===== src/pkg/sck_defs.svh =====
// register offsets, field positions and reset values of the stop-mode clock keep block
`ifndef SCK_DEFS_SVH
`define SCK_DEFS_SVH

// ------------------------------------------------------------------
// register word offsets
// ------------------------------------------------------------------
`define SCK_OFS_KEEP_FIRST   8'h10
`define SCK_OFS_KEEP_SECOND  8'h11

// ------------------------------------------------------------------
// first keep register fields
// ------------------------------------------------------------------
`define SCK_BIT_TIMER_A_CH0  15
`define SCK_BIT_TIMER_A_CH1  14
`define SCK_BIT_TIMER_A_CH2  13
`define SCK_BIT_TIMER_A_CH3  12
`define SCK_BIT_PORT_A       6
`define SCK_BIT_PORT_B       5
`define SCK_BIT_PORT_C       4
`define SCK_BIT_PORT_D       3
`define SCK_BIT_PORT_E       2
`define SCK_BIT_PORT_F       1
`define SCK_MASK_FIRST       16'hF07E

// ------------------------------------------------------------------
// second keep register fields
// ------------------------------------------------------------------
`define SCK_BIT_CONVERTER_B  14
`define SCK_BIT_CONVERTER_A  13
`define SCK_BIT_SERIAL_IF0   12
`define SCK_BIT_SERIAL_IF1   11
`define SCK_BIT_QUEUED_SPI0  9
`define SCK_MASK_SECOND      16'h7A00

// ------------------------------------------------------------------
// reset values and widths
// ------------------------------------------------------------------
`define SCK_RST_KEEP         16'h0000
`define SCK_RDATA_IDLE       16'h0000
`define SCK_NUM_PERIPH       15

`endif


===== src/pkg/sck_pkg.sv =====
// types shared by the stop-mode clock keep block
package sck_pkg;
   typedef enum logic [1:0] {
      SCK_RUN,
      SCK_STOP,
      SCK_WAKE
   } sck_mode_t;
endpackage


===== src/design/sck_stop_keep.sv =====
// stop-mode clock keep registers and per-peripheral clock gate enables
//
// Operation
// - on stop entry each peripheral clock stops unless its keep bit is set
// - keep bit 1 keeps the clock in stop, 0 stops it; needs enable
// - clock enable wins: enable 0 means clock off in every mode
// - no bus access completes to a peripheral whose clock is gated off
// - interrupt from a kept peripheral returns system to run mode
// - second keep register sits at word offset 11h
// - first register bits 3,2,1 keep ports D, E, F clocks
// - second register bits 14,13 keep converters B and A
// - second register bits 12,11 keep serial interfaces 0 and 1
// - second register bit 9 keeps queued SPI 0
// - reserved bits read zero and are read-only
// - first keep register sits at word offset 10h
// - first register bits 15..12 timer A ch0..3, bits 6..4 ports A..C
//
// peripheral index order on the vector ports:
//  0..3 timer A ch0..3, 4..9 ports A..F, 10 converter B, 11 converter A,
//  12 serial if0, 13 serial if1, 14 queued spi0
`timescale 1ns/10ps
`include "sck_defs.svh"

module sck_stop_keep #(
   parameter int NUM_PERIPH = `SCK_NUM_PERIPH
)(
   // clock and reset
   input  wire logic                  SYS_CLK_I,
   input  wire logic                  RST_N_I,
   // peripheral register bus
   input  wire logic                  BUS_SEL_I,
   input  wire logic                  BUS_WR_I,
   input  wire logic [7:0]            BUS_ADDR_I,
   input  wire logic [15:0]           BUS_WDATA_I,
   output logic      [15:0]           BUS_RDATA_O,
   output logic                       BUS_ACK_O,
   // power mode
   input  wire logic                  STOP_REQ_I,
   input  wire logic [NUM_PERIPH-1:0] PERIPH_IRQ_I,
   output logic                       STOP_MODE_O,
   output logic                       WAKEUP_O,
   // per-peripheral clock control
   input  wire logic [NUM_PERIPH-1:0] PERIPHERAL_CLOCK_ENABLE_I,
   input  wire logic [NUM_PERIPH-1:0] PERIPH_SEL_I,
   output logic      [NUM_PERIPH-1:0] CLK_GATE_EN_O,
   output logic      [NUM_PERIPH-1:0] PERIPH_ACCESS_EN_O
);

   // ------------------------------------------------------------------
   // registers
   // ------------------------------------------------------------------
   logic [15:0]           stop_clock_keep_first;
   logic [15:0]           stop_clock_keep_second;
   logic [NUM_PERIPH-1:0] keep_vec;
   logic [NUM_PERIPH-1:0] next_gate;
   logic                  next_wake;
   logic                  hit_first;
   logic                  hit_second;
   sck_pkg::sck_mode_t    mode;

   assign hit_first  = BUS_SEL_I && (BUS_ADDR_I == `SCK_OFS_KEEP_FIRST);
   assign hit_second = BUS_SEL_I && (BUS_ADDR_I == `SCK_OFS_KEEP_SECOND);

   // reserved positions masked off on write, so they always read zero
   always_ff @(posedge SYS_CLK_I or negedge RST_N_I)
   begin
      if (!RST_N_I)
      begin
         stop_clock_keep_first  <= `SCK_RST_KEEP;
         stop_clock_keep_second <= `SCK_RST_KEEP;
      end
      else if (BUS_WR_I)
      begin
         if (hit_first)
            stop_clock_keep_first <= BUS_WDATA_I & `SCK_MASK_FIRST;
         if (hit_second)
            stop_clock_keep_second <= BUS_WDATA_I & `SCK_MASK_SECOND;
      end
   end

   // unmapped offsets still ack with zero so the bus never hangs
   always_ff @(posedge SYS_CLK_I or negedge RST_N_I)
   begin
      if (!RST_N_I)
      begin
         BUS_RDATA_O <= `SCK_RDATA_IDLE;
         BUS_ACK_O   <= 1'b0;
      end
      else
      begin
         BUS_ACK_O <= BUS_SEL_I;
         if (BUS_SEL_I && !BUS_WR_I && hit_first)
            BUS_RDATA_O <= stop_clock_keep_first;
         else if (BUS_SEL_I && !BUS_WR_I && hit_second)
            BUS_RDATA_O <= stop_clock_keep_second;
         else
            BUS_RDATA_O <= `SCK_RDATA_IDLE;
      end
   end

   // ------------------------------------------------------------------
   // field to peripheral mapping
   // ------------------------------------------------------------------
   always_comb
   begin
      keep_vec     = '0;
      keep_vec[0]  = stop_clock_keep_first[`SCK_BIT_TIMER_A_CH0];
      keep_vec[1]  = stop_clock_keep_first[`SCK_BIT_TIMER_A_CH1];
      keep_vec[2]  = stop_clock_keep_first[`SCK_BIT_TIMER_A_CH2];
      keep_vec[3]  = stop_clock_keep_first[`SCK_BIT_TIMER_A_CH3];
      keep_vec[4]  = stop_clock_keep_first[`SCK_BIT_PORT_A];
      keep_vec[5]  = stop_clock_keep_first[`SCK_BIT_PORT_B];
      keep_vec[6]  = stop_clock_keep_first[`SCK_BIT_PORT_C];
      keep_vec[7]  = stop_clock_keep_first[`SCK_BIT_PORT_D];
      keep_vec[8]  = stop_clock_keep_first[`SCK_BIT_PORT_E];
      keep_vec[9]  = stop_clock_keep_first[`SCK_BIT_PORT_F];
      keep_vec[10] = stop_clock_keep_second[`SCK_BIT_CONVERTER_B];
      keep_vec[11] = stop_clock_keep_second[`SCK_BIT_CONVERTER_A];
      keep_vec[12] = stop_clock_keep_second[`SCK_BIT_SERIAL_IF0];
      keep_vec[13] = stop_clock_keep_second[`SCK_BIT_SERIAL_IF1];
      keep_vec[14] = stop_clock_keep_second[`SCK_BIT_QUEUED_SPI0];
   end

   // ------------------------------------------------------------------
   // power mode
   // ------------------------------------------------------------------
   // wake only from a peripheral that is actually still clocked
   assign next_wake = |(PERIPH_IRQ_I & CLK_GATE_EN_O);

   always_ff @(posedge SYS_CLK_I or negedge RST_N_I)
   begin
      if (!RST_N_I)
         mode <= sck_pkg::SCK_RUN;
      else
      begin
         case (mode)
            sck_pkg::SCK_RUN:
               if (STOP_REQ_I)
                  mode <= sck_pkg::SCK_STOP;
            sck_pkg::SCK_STOP:
               if (next_wake)
                  mode <= sck_pkg::SCK_WAKE;
            sck_pkg::SCK_WAKE:
               mode <= sck_pkg::SCK_RUN;
            default:
               mode <= sck_pkg::SCK_RUN;
         endcase
      end
   end

   always_ff @(posedge SYS_CLK_I or negedge RST_N_I)
   begin
      if (!RST_N_I)
      begin
         STOP_MODE_O <= 1'b0;
         WAKEUP_O    <= 1'b0;
      end
      else
      begin
         STOP_MODE_O <= (mode == sck_pkg::SCK_STOP) && !next_wake;
         WAKEUP_O    <= (mode == sck_pkg::SCK_STOP) && next_wake;
      end
   end

   // ------------------------------------------------------------------
   // clock gates and access blocking
   // ------------------------------------------------------------------
   // gate and access enable follow the gate of the current cycle, so a bus
   // access never completes to a module whose clock is off
   genvar g;
   generate
      for (g = 0; g < NUM_PERIPH; g++)
      begin : gen_gate
         assign next_gate[g] = PERIPHERAL_CLOCK_ENABLE_I[g] &&
                               ((mode != sck_pkg::SCK_STOP) || keep_vec[g]);
      end
   endgenerate

   always_ff @(posedge SYS_CLK_I or negedge RST_N_I)
   begin
      if (!RST_N_I)
      begin
         CLK_GATE_EN_O      <= '0;
         PERIPH_ACCESS_EN_O <= '0;
      end
      else
      begin
         CLK_GATE_EN_O      <= next_gate;
         PERIPH_ACCESS_EN_O <= next_gate & PERIPH_SEL_I;
      end
   end

   // ------------------------------------------------------------------
   // checks
   // ------------------------------------------------------------------
   chk_enable_priority: assert property (@(posedge SYS_CLK_I) disable iff (!RST_N_I)
      !PERIPHERAL_CLOCK_ENABLE_I[0] |=> !CLK_GATE_EN_O[0])
      else $error("gate on while clock enable low");
   chk_stop_gating: assert property (@(posedge SYS_CLK_I) disable iff (!RST_N_I)
      (mode == sck_pkg::SCK_STOP) && !stop_clock_keep_first[`SCK_BIT_PORT_E] |=> !CLK_GATE_EN_O[8])
      else $error("port e clocked in stop without keep");
   chk_keep_holds: assert property (@(posedge SYS_CLK_I) disable iff (!RST_N_I)
      (mode == sck_pkg::SCK_STOP) && keep_vec[12] && PERIPHERAL_CLOCK_ENABLE_I[12] |=> CLK_GATE_EN_O[12])
      else $error("kept serial if0 lost its clock");
   chk_run_clocked: assert property (@(posedge SYS_CLK_I) disable iff (!RST_N_I)
      (mode == sck_pkg::SCK_RUN) && PERIPHERAL_CLOCK_ENABLE_I[14] |=> CLK_GATE_EN_O[14])
      else $error("enabled peripheral not clocked in run");
   chk_access_block: assert property (@(posedge SYS_CLK_I) disable iff (!RST_N_I)
      (PERIPH_ACCESS_EN_O & ~CLK_GATE_EN_O) == '0)
      else $error("access granted to gated peripheral");
   chk_wake_return: assert property (@(posedge SYS_CLK_I) disable iff (!RST_N_I)
      (mode == sck_pkg::SCK_STOP) && next_wake |=> WAKEUP_O ##1 (mode == sck_pkg::SCK_RUN))
      else $error("kept peripheral irq did not wake");
   chk_reserved_zero: assert property (@(posedge SYS_CLK_I) disable iff (!RST_N_I)
      BUS_WR_I && hit_second |=> (stop_clock_keep_second[15] == 1'b0) && (stop_clock_keep_second[10] == 1'b0))
      else $error("reserved bit of second register set");
   chk_first_write: assert property (@(posedge SYS_CLK_I) disable iff (!RST_N_I)
      BUS_WR_I && hit_first |=> stop_clock_keep_first == ($past(BUS_WDATA_I) & `SCK_MASK_FIRST))
      else $error("first register write not stored");
   chk_read_second: assert property (@(posedge SYS_CLK_I) disable iff (!RST_N_I)
      BUS_SEL_I && !BUS_WR_I && (BUS_ADDR_I == `SCK_OFS_KEEP_SECOND) |=>
         BUS_ACK_O && (BUS_RDATA_O == $past(stop_clock_keep_second)))
      else $error("second register read mismatch");

endmodule


===== config.mk =====
export PLATFORM = sky130hd
export DESIGN_NAME = sck_stop_keep
export DESIGN_NICKNAME = d
export VERILOG_FILES = /design/src/pkg/sck_pkg.sv /design/src/design/sck_stop_keep.sv
export VERILOG_INCLUDE_DIRS = /design/src /design/src/pkg
export SDC_FILE = /design/constraint.sdc
export NUM_CORES = 1
export LEC_CHECK = 0
export BUFFER_PORTS_ARGS = -buffer_cell sky130_fd_sc_hd__buf_2
export CAP_MARGIN = 20
export CORE_MARGIN = 5
export CORE_UTILIZATION = 47
export DETAILED_ROUTE_END_ITERATION = 10
export PLACE_DENSITY = 0.89
export SLEW_MARGIN = 20
export SYNTH_ARGS = -nofsm -noshare
export SYNTH_HDL_FRONTEND = slang
export SYNTH_SLANG_ARGS = --single-unit

===== constraint.sdc =====
create_clock -name SYS_CLK_I -period 1.9 [get_ports SYS_CLK_I]
set_input_delay 0.285 -clock SYS_CLK_I [delete_from_list [all_inputs] [get_ports SYS_CLK_I]]
set_output_delay 0.285 -clock SYS_CLK_I [all_outputs]
set_load 0.05 [all_outputs]

# After elaboration in Yosys (flattened, before gate mapping)
# Cells that the tools add are included.
# word_totals
regBits	66
word_cells	66
# op_classes
n_reduce_logical	44
n_mux	5
n_eq_ne	6
bitwise_logic	2
# op_table
cell	n
$and 15x15->15	2
$logic_and 1x1->1	22
$eq 8x5->1 const B	2
$mux 16	1
$logic_or 1x1->1	15
$mux 15	1
$reduce_or 15->1	1
$reduce_and 2->1	3
$mux 2	2
$ne 2x2->1 const B	2
$pmux 2 s2	1
$eq 2x1->1 const B	1
$logic_not 1->1	2
$logic_not 2->1	1
$ne 2x1->1 const B	1

# Logic depth before layout (Yosys ltp)
# logic_depth
ltp_word	5
ltp_mapped	5
ltp_nobuf	4

# Worst setup path after synthesis
# OpenSTA, ideal clock, no wires.
# synth_timing
path_type	register to register
from	reg CLK_GATE_EN_O[7]
to	reg mode[0]
setup_time_ps	65
t_required_ps	1835
setup_slack_ps	456
t_arrival_ps	1378
stages_incl_launch_ff	5
path_cell_list	dfrtp_1 a22o_1 a221oi_1 and4_1 a22o_1
# synth_between
elab_chain_len	4
# synth_lines
item	line	source
from (decl)	sck_stop_keep.sv:45	output logic [NUM_PERIPH-1:0] CLK_GATE_EN_O,
from (signal assigned)	sck_stop_keep.sv:188	CLK_GATE_EN_O <= next_gate;
$and 15x15->15	sck_stop_keep.sv:128	assign next_wake = |(PERIPH_IRQ_I & CLK_GATE_EN_O);
$reduce_or 15->1	sck_stop_keep.sv:128	
$ne 2x2->1 (no source line)	--	
$reduce_and 2->1 (no source line)	--	
to (signal assigned)	sck_stop_keep.sv:133	mode <= sck_pkg::SCK_RUN;
to (signal assigned)	sck_stop_keep.sv:139	mode <= sck_pkg::SCK_STOP;
to (signal assigned)	sck_stop_keep.sv:142	mode <= sck_pkg::SCK_WAKE;
to (decl)	sck_stop_keep.sv:59	sck_pkg::sck_mode_t mode;
# Every way passes these cells.
# A chain may end at the register's enable or synchronous reset.

# Worst setup path in the final report
# layout_timing
from	reg CLK_GATE_EN_O[6]
to	reg mode[0]
# The elaborated chain is that of the path after synthesis.

==> results.json <==
{
  "postLayoutCoreUtil": 0.6632,
  "numCtsBuffers": 9,
  "place.port_buffers": 114,
  "routabilityCongestion": 0.7801,
  "hold_path_class": "input pin to flip-flop",
  "rsz0062_at_grt": "false",
  "routed_wl_um": 5460,
  "period_share": 0.7815,
  "drt_iter0_drc": 44,
  "drc_errors": 0,
  "nets": 350,
  "grt_pass1_wl_um": 8259,
  "relSlewSlack": 0.6035,
  "num_vias": 1630,
  "cts.clk_slew.worst_paths_ns": 0.06,
  "grt_util_all_layers": 0.1797,
  "finalClockSkew_ns": 0.006319,
  "die_x_um": 80.03,
  "die-area_um2": 6404,
  "ios": 123,
  "status": "complete, no violations",
  "seq_area_um2": 1551,
  "avgViaCountPerCell": 4.684,
  "dp_hpwl_um": 4272,
  "layout-drive-gt1-share": 0.5302,
  "antenna_found_initial": 0,
  "max_freq_ghz": 0.6735,
  "grt_pass1_vias": 1689,
  "synth_cell_type_count": 22,
  "worstSetupStartpointType": "flip-flop",
  "grt_max_degree": 28,
  "drv_cap": 0,
  "hold_viol": 0,
  "power_density_nw_per_um2": 997.6,
  "fin_tns_setup_ns": 0,
  "post_cts_buffers": 0,
  "ant_nets": 0,
  "grt_overflow": 0,
  "setup_viol": 0,
  "arrival_ns": 1.75,
  "syn_to_final_growth_pct": 36.81,
  "multi_input_comb_area_um2": 709.4,
  "synth.cell_area_um2": 2305,
  "synth-seq-area-share": 0.6732,
  "cts_tree": "yes",
  "worst_pin_slew_ns": 0.5947,
  "ir_drop_uv": 580.8,
  "whs_ns": 0.07864,
  "clk_latency_ns": 0.33,
  "mostFrequentLayoutCells": "114 x buf_2, 62 x dfrtp_1, 25 x and2_1",
  "maxSlewViolCount": 0,
  "h-tree-depth": 3,
  "antenna_cells": 0,
  "cp_max_fo": 4,
  "cp-end-kind": "flip-flop",
  "crit_required_ns": 2.17,
  "cts_sinks": 62,
  "num-fill-cells": 405,
  "yosysWarnings": 0,
  "drt-pass1-iter-count": 4,
  "die_h_um": 80.03,
  "cts_buffer_depth": 2,
  "core_um2": 4755,
  "synth_seq_cells": 62,
  "min_period_ns": 1.485,
  "cts-root-buf": "clkbuf_8",
  "syn_inst": 149,
  "avgSynthCellArea_um2": 15.47,
  "crit_type": "flip-flop to flip-flop",
  "p_leak_uw": 0.001749,
  "layout_commonest_cell": "buf_2",
  "rows": 25,
  "wire_per_inst_um": 15.69,
  "start_util": 0.4847
}
==> logic make-up (layout without fill, tap and decap cells) <==
family | Yosys count | in the layout | synth area share
compound gates | 26 | 26 | 0.09121
buf+inv | 8 | 137 | 0.02389
flops | 62 | 62 | 0.6732
mux | 15 | 15 | 0.08957
other cells | 1 | 4 | 0.001627
simple gates | 37 | 37 | 0.1205
==> critical path: stages, from the launching register on <==
cell      delay [ns]
dfrtp_1         0.38
a22o_1          0.21
a221oi_1        0.34
and4_1          0.32
a22o_1          0.17
==> final timing paths <==
kind / from / end / slack [ns] / cells after the start
worst max-delay path: CLK_GATE_EN_O[6]$_DFF_PN0_ / mode[0]$_DFFE_PN0P_ / 0.42 / 4
worst min-delay path: BUS_SEL_I / BUS_ACK_O$_DFF_PN0_ / 0.08 / 1
worst max register to register: CLK_GATE_EN_O[6]$_DFF_PN0_ / mode[0]$_DFFE_PN0P_ / 0.42 / 4
worst min register to register: stop_clock_keep_second[11]$_DFFE_PN0P_ / BUS_RDATA_O[11]$_DFF_PN0_ / 0.50 / 1
max in group asynchronous: RST_N_I / CLK_GATE_EN_O[11]$_DFF_PN0_ / 0.83 / 3
min in group asynchronous: RST_N_I / CLK_GATE_EN_O[4]$_DFF_PN0_ / 0.50 / 2
==> power by group <==
part	leakage, uW	total (uW)	internal [uW]	switching, uW
Sequential	0.000821	1470	1420	46.9
Clock	0.0000817	959	510	450
Combinational	0.000847	716	217	499
Total	0.00175	3150	2150	996
==> metrics by stage <==
| stage | cell area (um^2) | instances | total power (uW) | setup WS (ns) |
|---|---|---|---|---|
| after floorplan | 2316 | 152 | 1959 | 0.4564 |
| after global placement | 2982 | 331 | 2200 | 0.3493 |
| after detailed placement | 2982 | 331 | 2217 | 0.2681 |
| after CTS | 3153 | 348 | 3178 | 0.3956 |
| after global routing | 3153 | 348 | 3284 | 0.3096 |
| final | 3153 | 348 | 3145 | 0.4152 |
==> layer usage <==
layer,vias to the layer above,global-route usage,share of wire
li1,766,-,-
met1,777,0.2054,0.39
met2,76,0.2964,0.51
met3,11,0.06998,0.077
met4,0,0.08108,0.021
met5,-,0,0
==> final cells by class <==
type | count | area share
Multi-Input combinational cell | 82 | 0.2250
Tap cell | 67 | 0.02659
Timing Repair Buffer | 120 | 0.2040
Clock inverter | 1 | 0.001587
Inverter | 1 | 0.001190
Clock buffer | 15 | 0.04960
Sequential cell | 62 | 0.4921
==> state kept, by name, indices dropped and copies added, names as in the netlist <==
name	flops
WAKEUP_O	1
mode	2
CLK_GATE_EN_O	15
PERIPH_ACCESS_EN_O	15
BUS_ACK_O	1
STOP_MODE_O	1
BUS_RDATA_O	12
stop_clock_keep_first	10
stop_clock_keep_second	5
==> repair_timing <==
item | in CTS | in global routing
resized for setup | 0 | 0
hold buffers | 1 | 0
hold endpoints to repair | 25 | 0
==> Yosys cell counts <==
cell / count / area, um^2
nand4_1: 1 / 6.260
a22o_1: 7 / 61.31
buf_4: 4 / 30.03
mux2_2: 5 / 56.30
o21a_1: 15 / 112.6
nor3_4: 1 / 16.27
nand2_1: 1 / 3.750
conb_1: 1 / 3.750
and2_1: 25 / 156.4
nor2_1: 3 / 11.26
mux2_4: 10 / 150.1
inv_1: 1 / 3.750
nor4b_4: 2 / 47.55
nand4b_1: 1 / 8.760
a221oi_1: 3 / 26.28
a222oi_1: 1 / 10.01
dfrtp_1: 62 / 1551
buf_2: 2 / 10.01
nor3b_2: 1 / 12.51
buf_6: 1 / 11.26
and4_1: 1 / 8.760
nand2b_1: 1 / 6.260
Note: power is estimated with default switching activity, not from simulation.
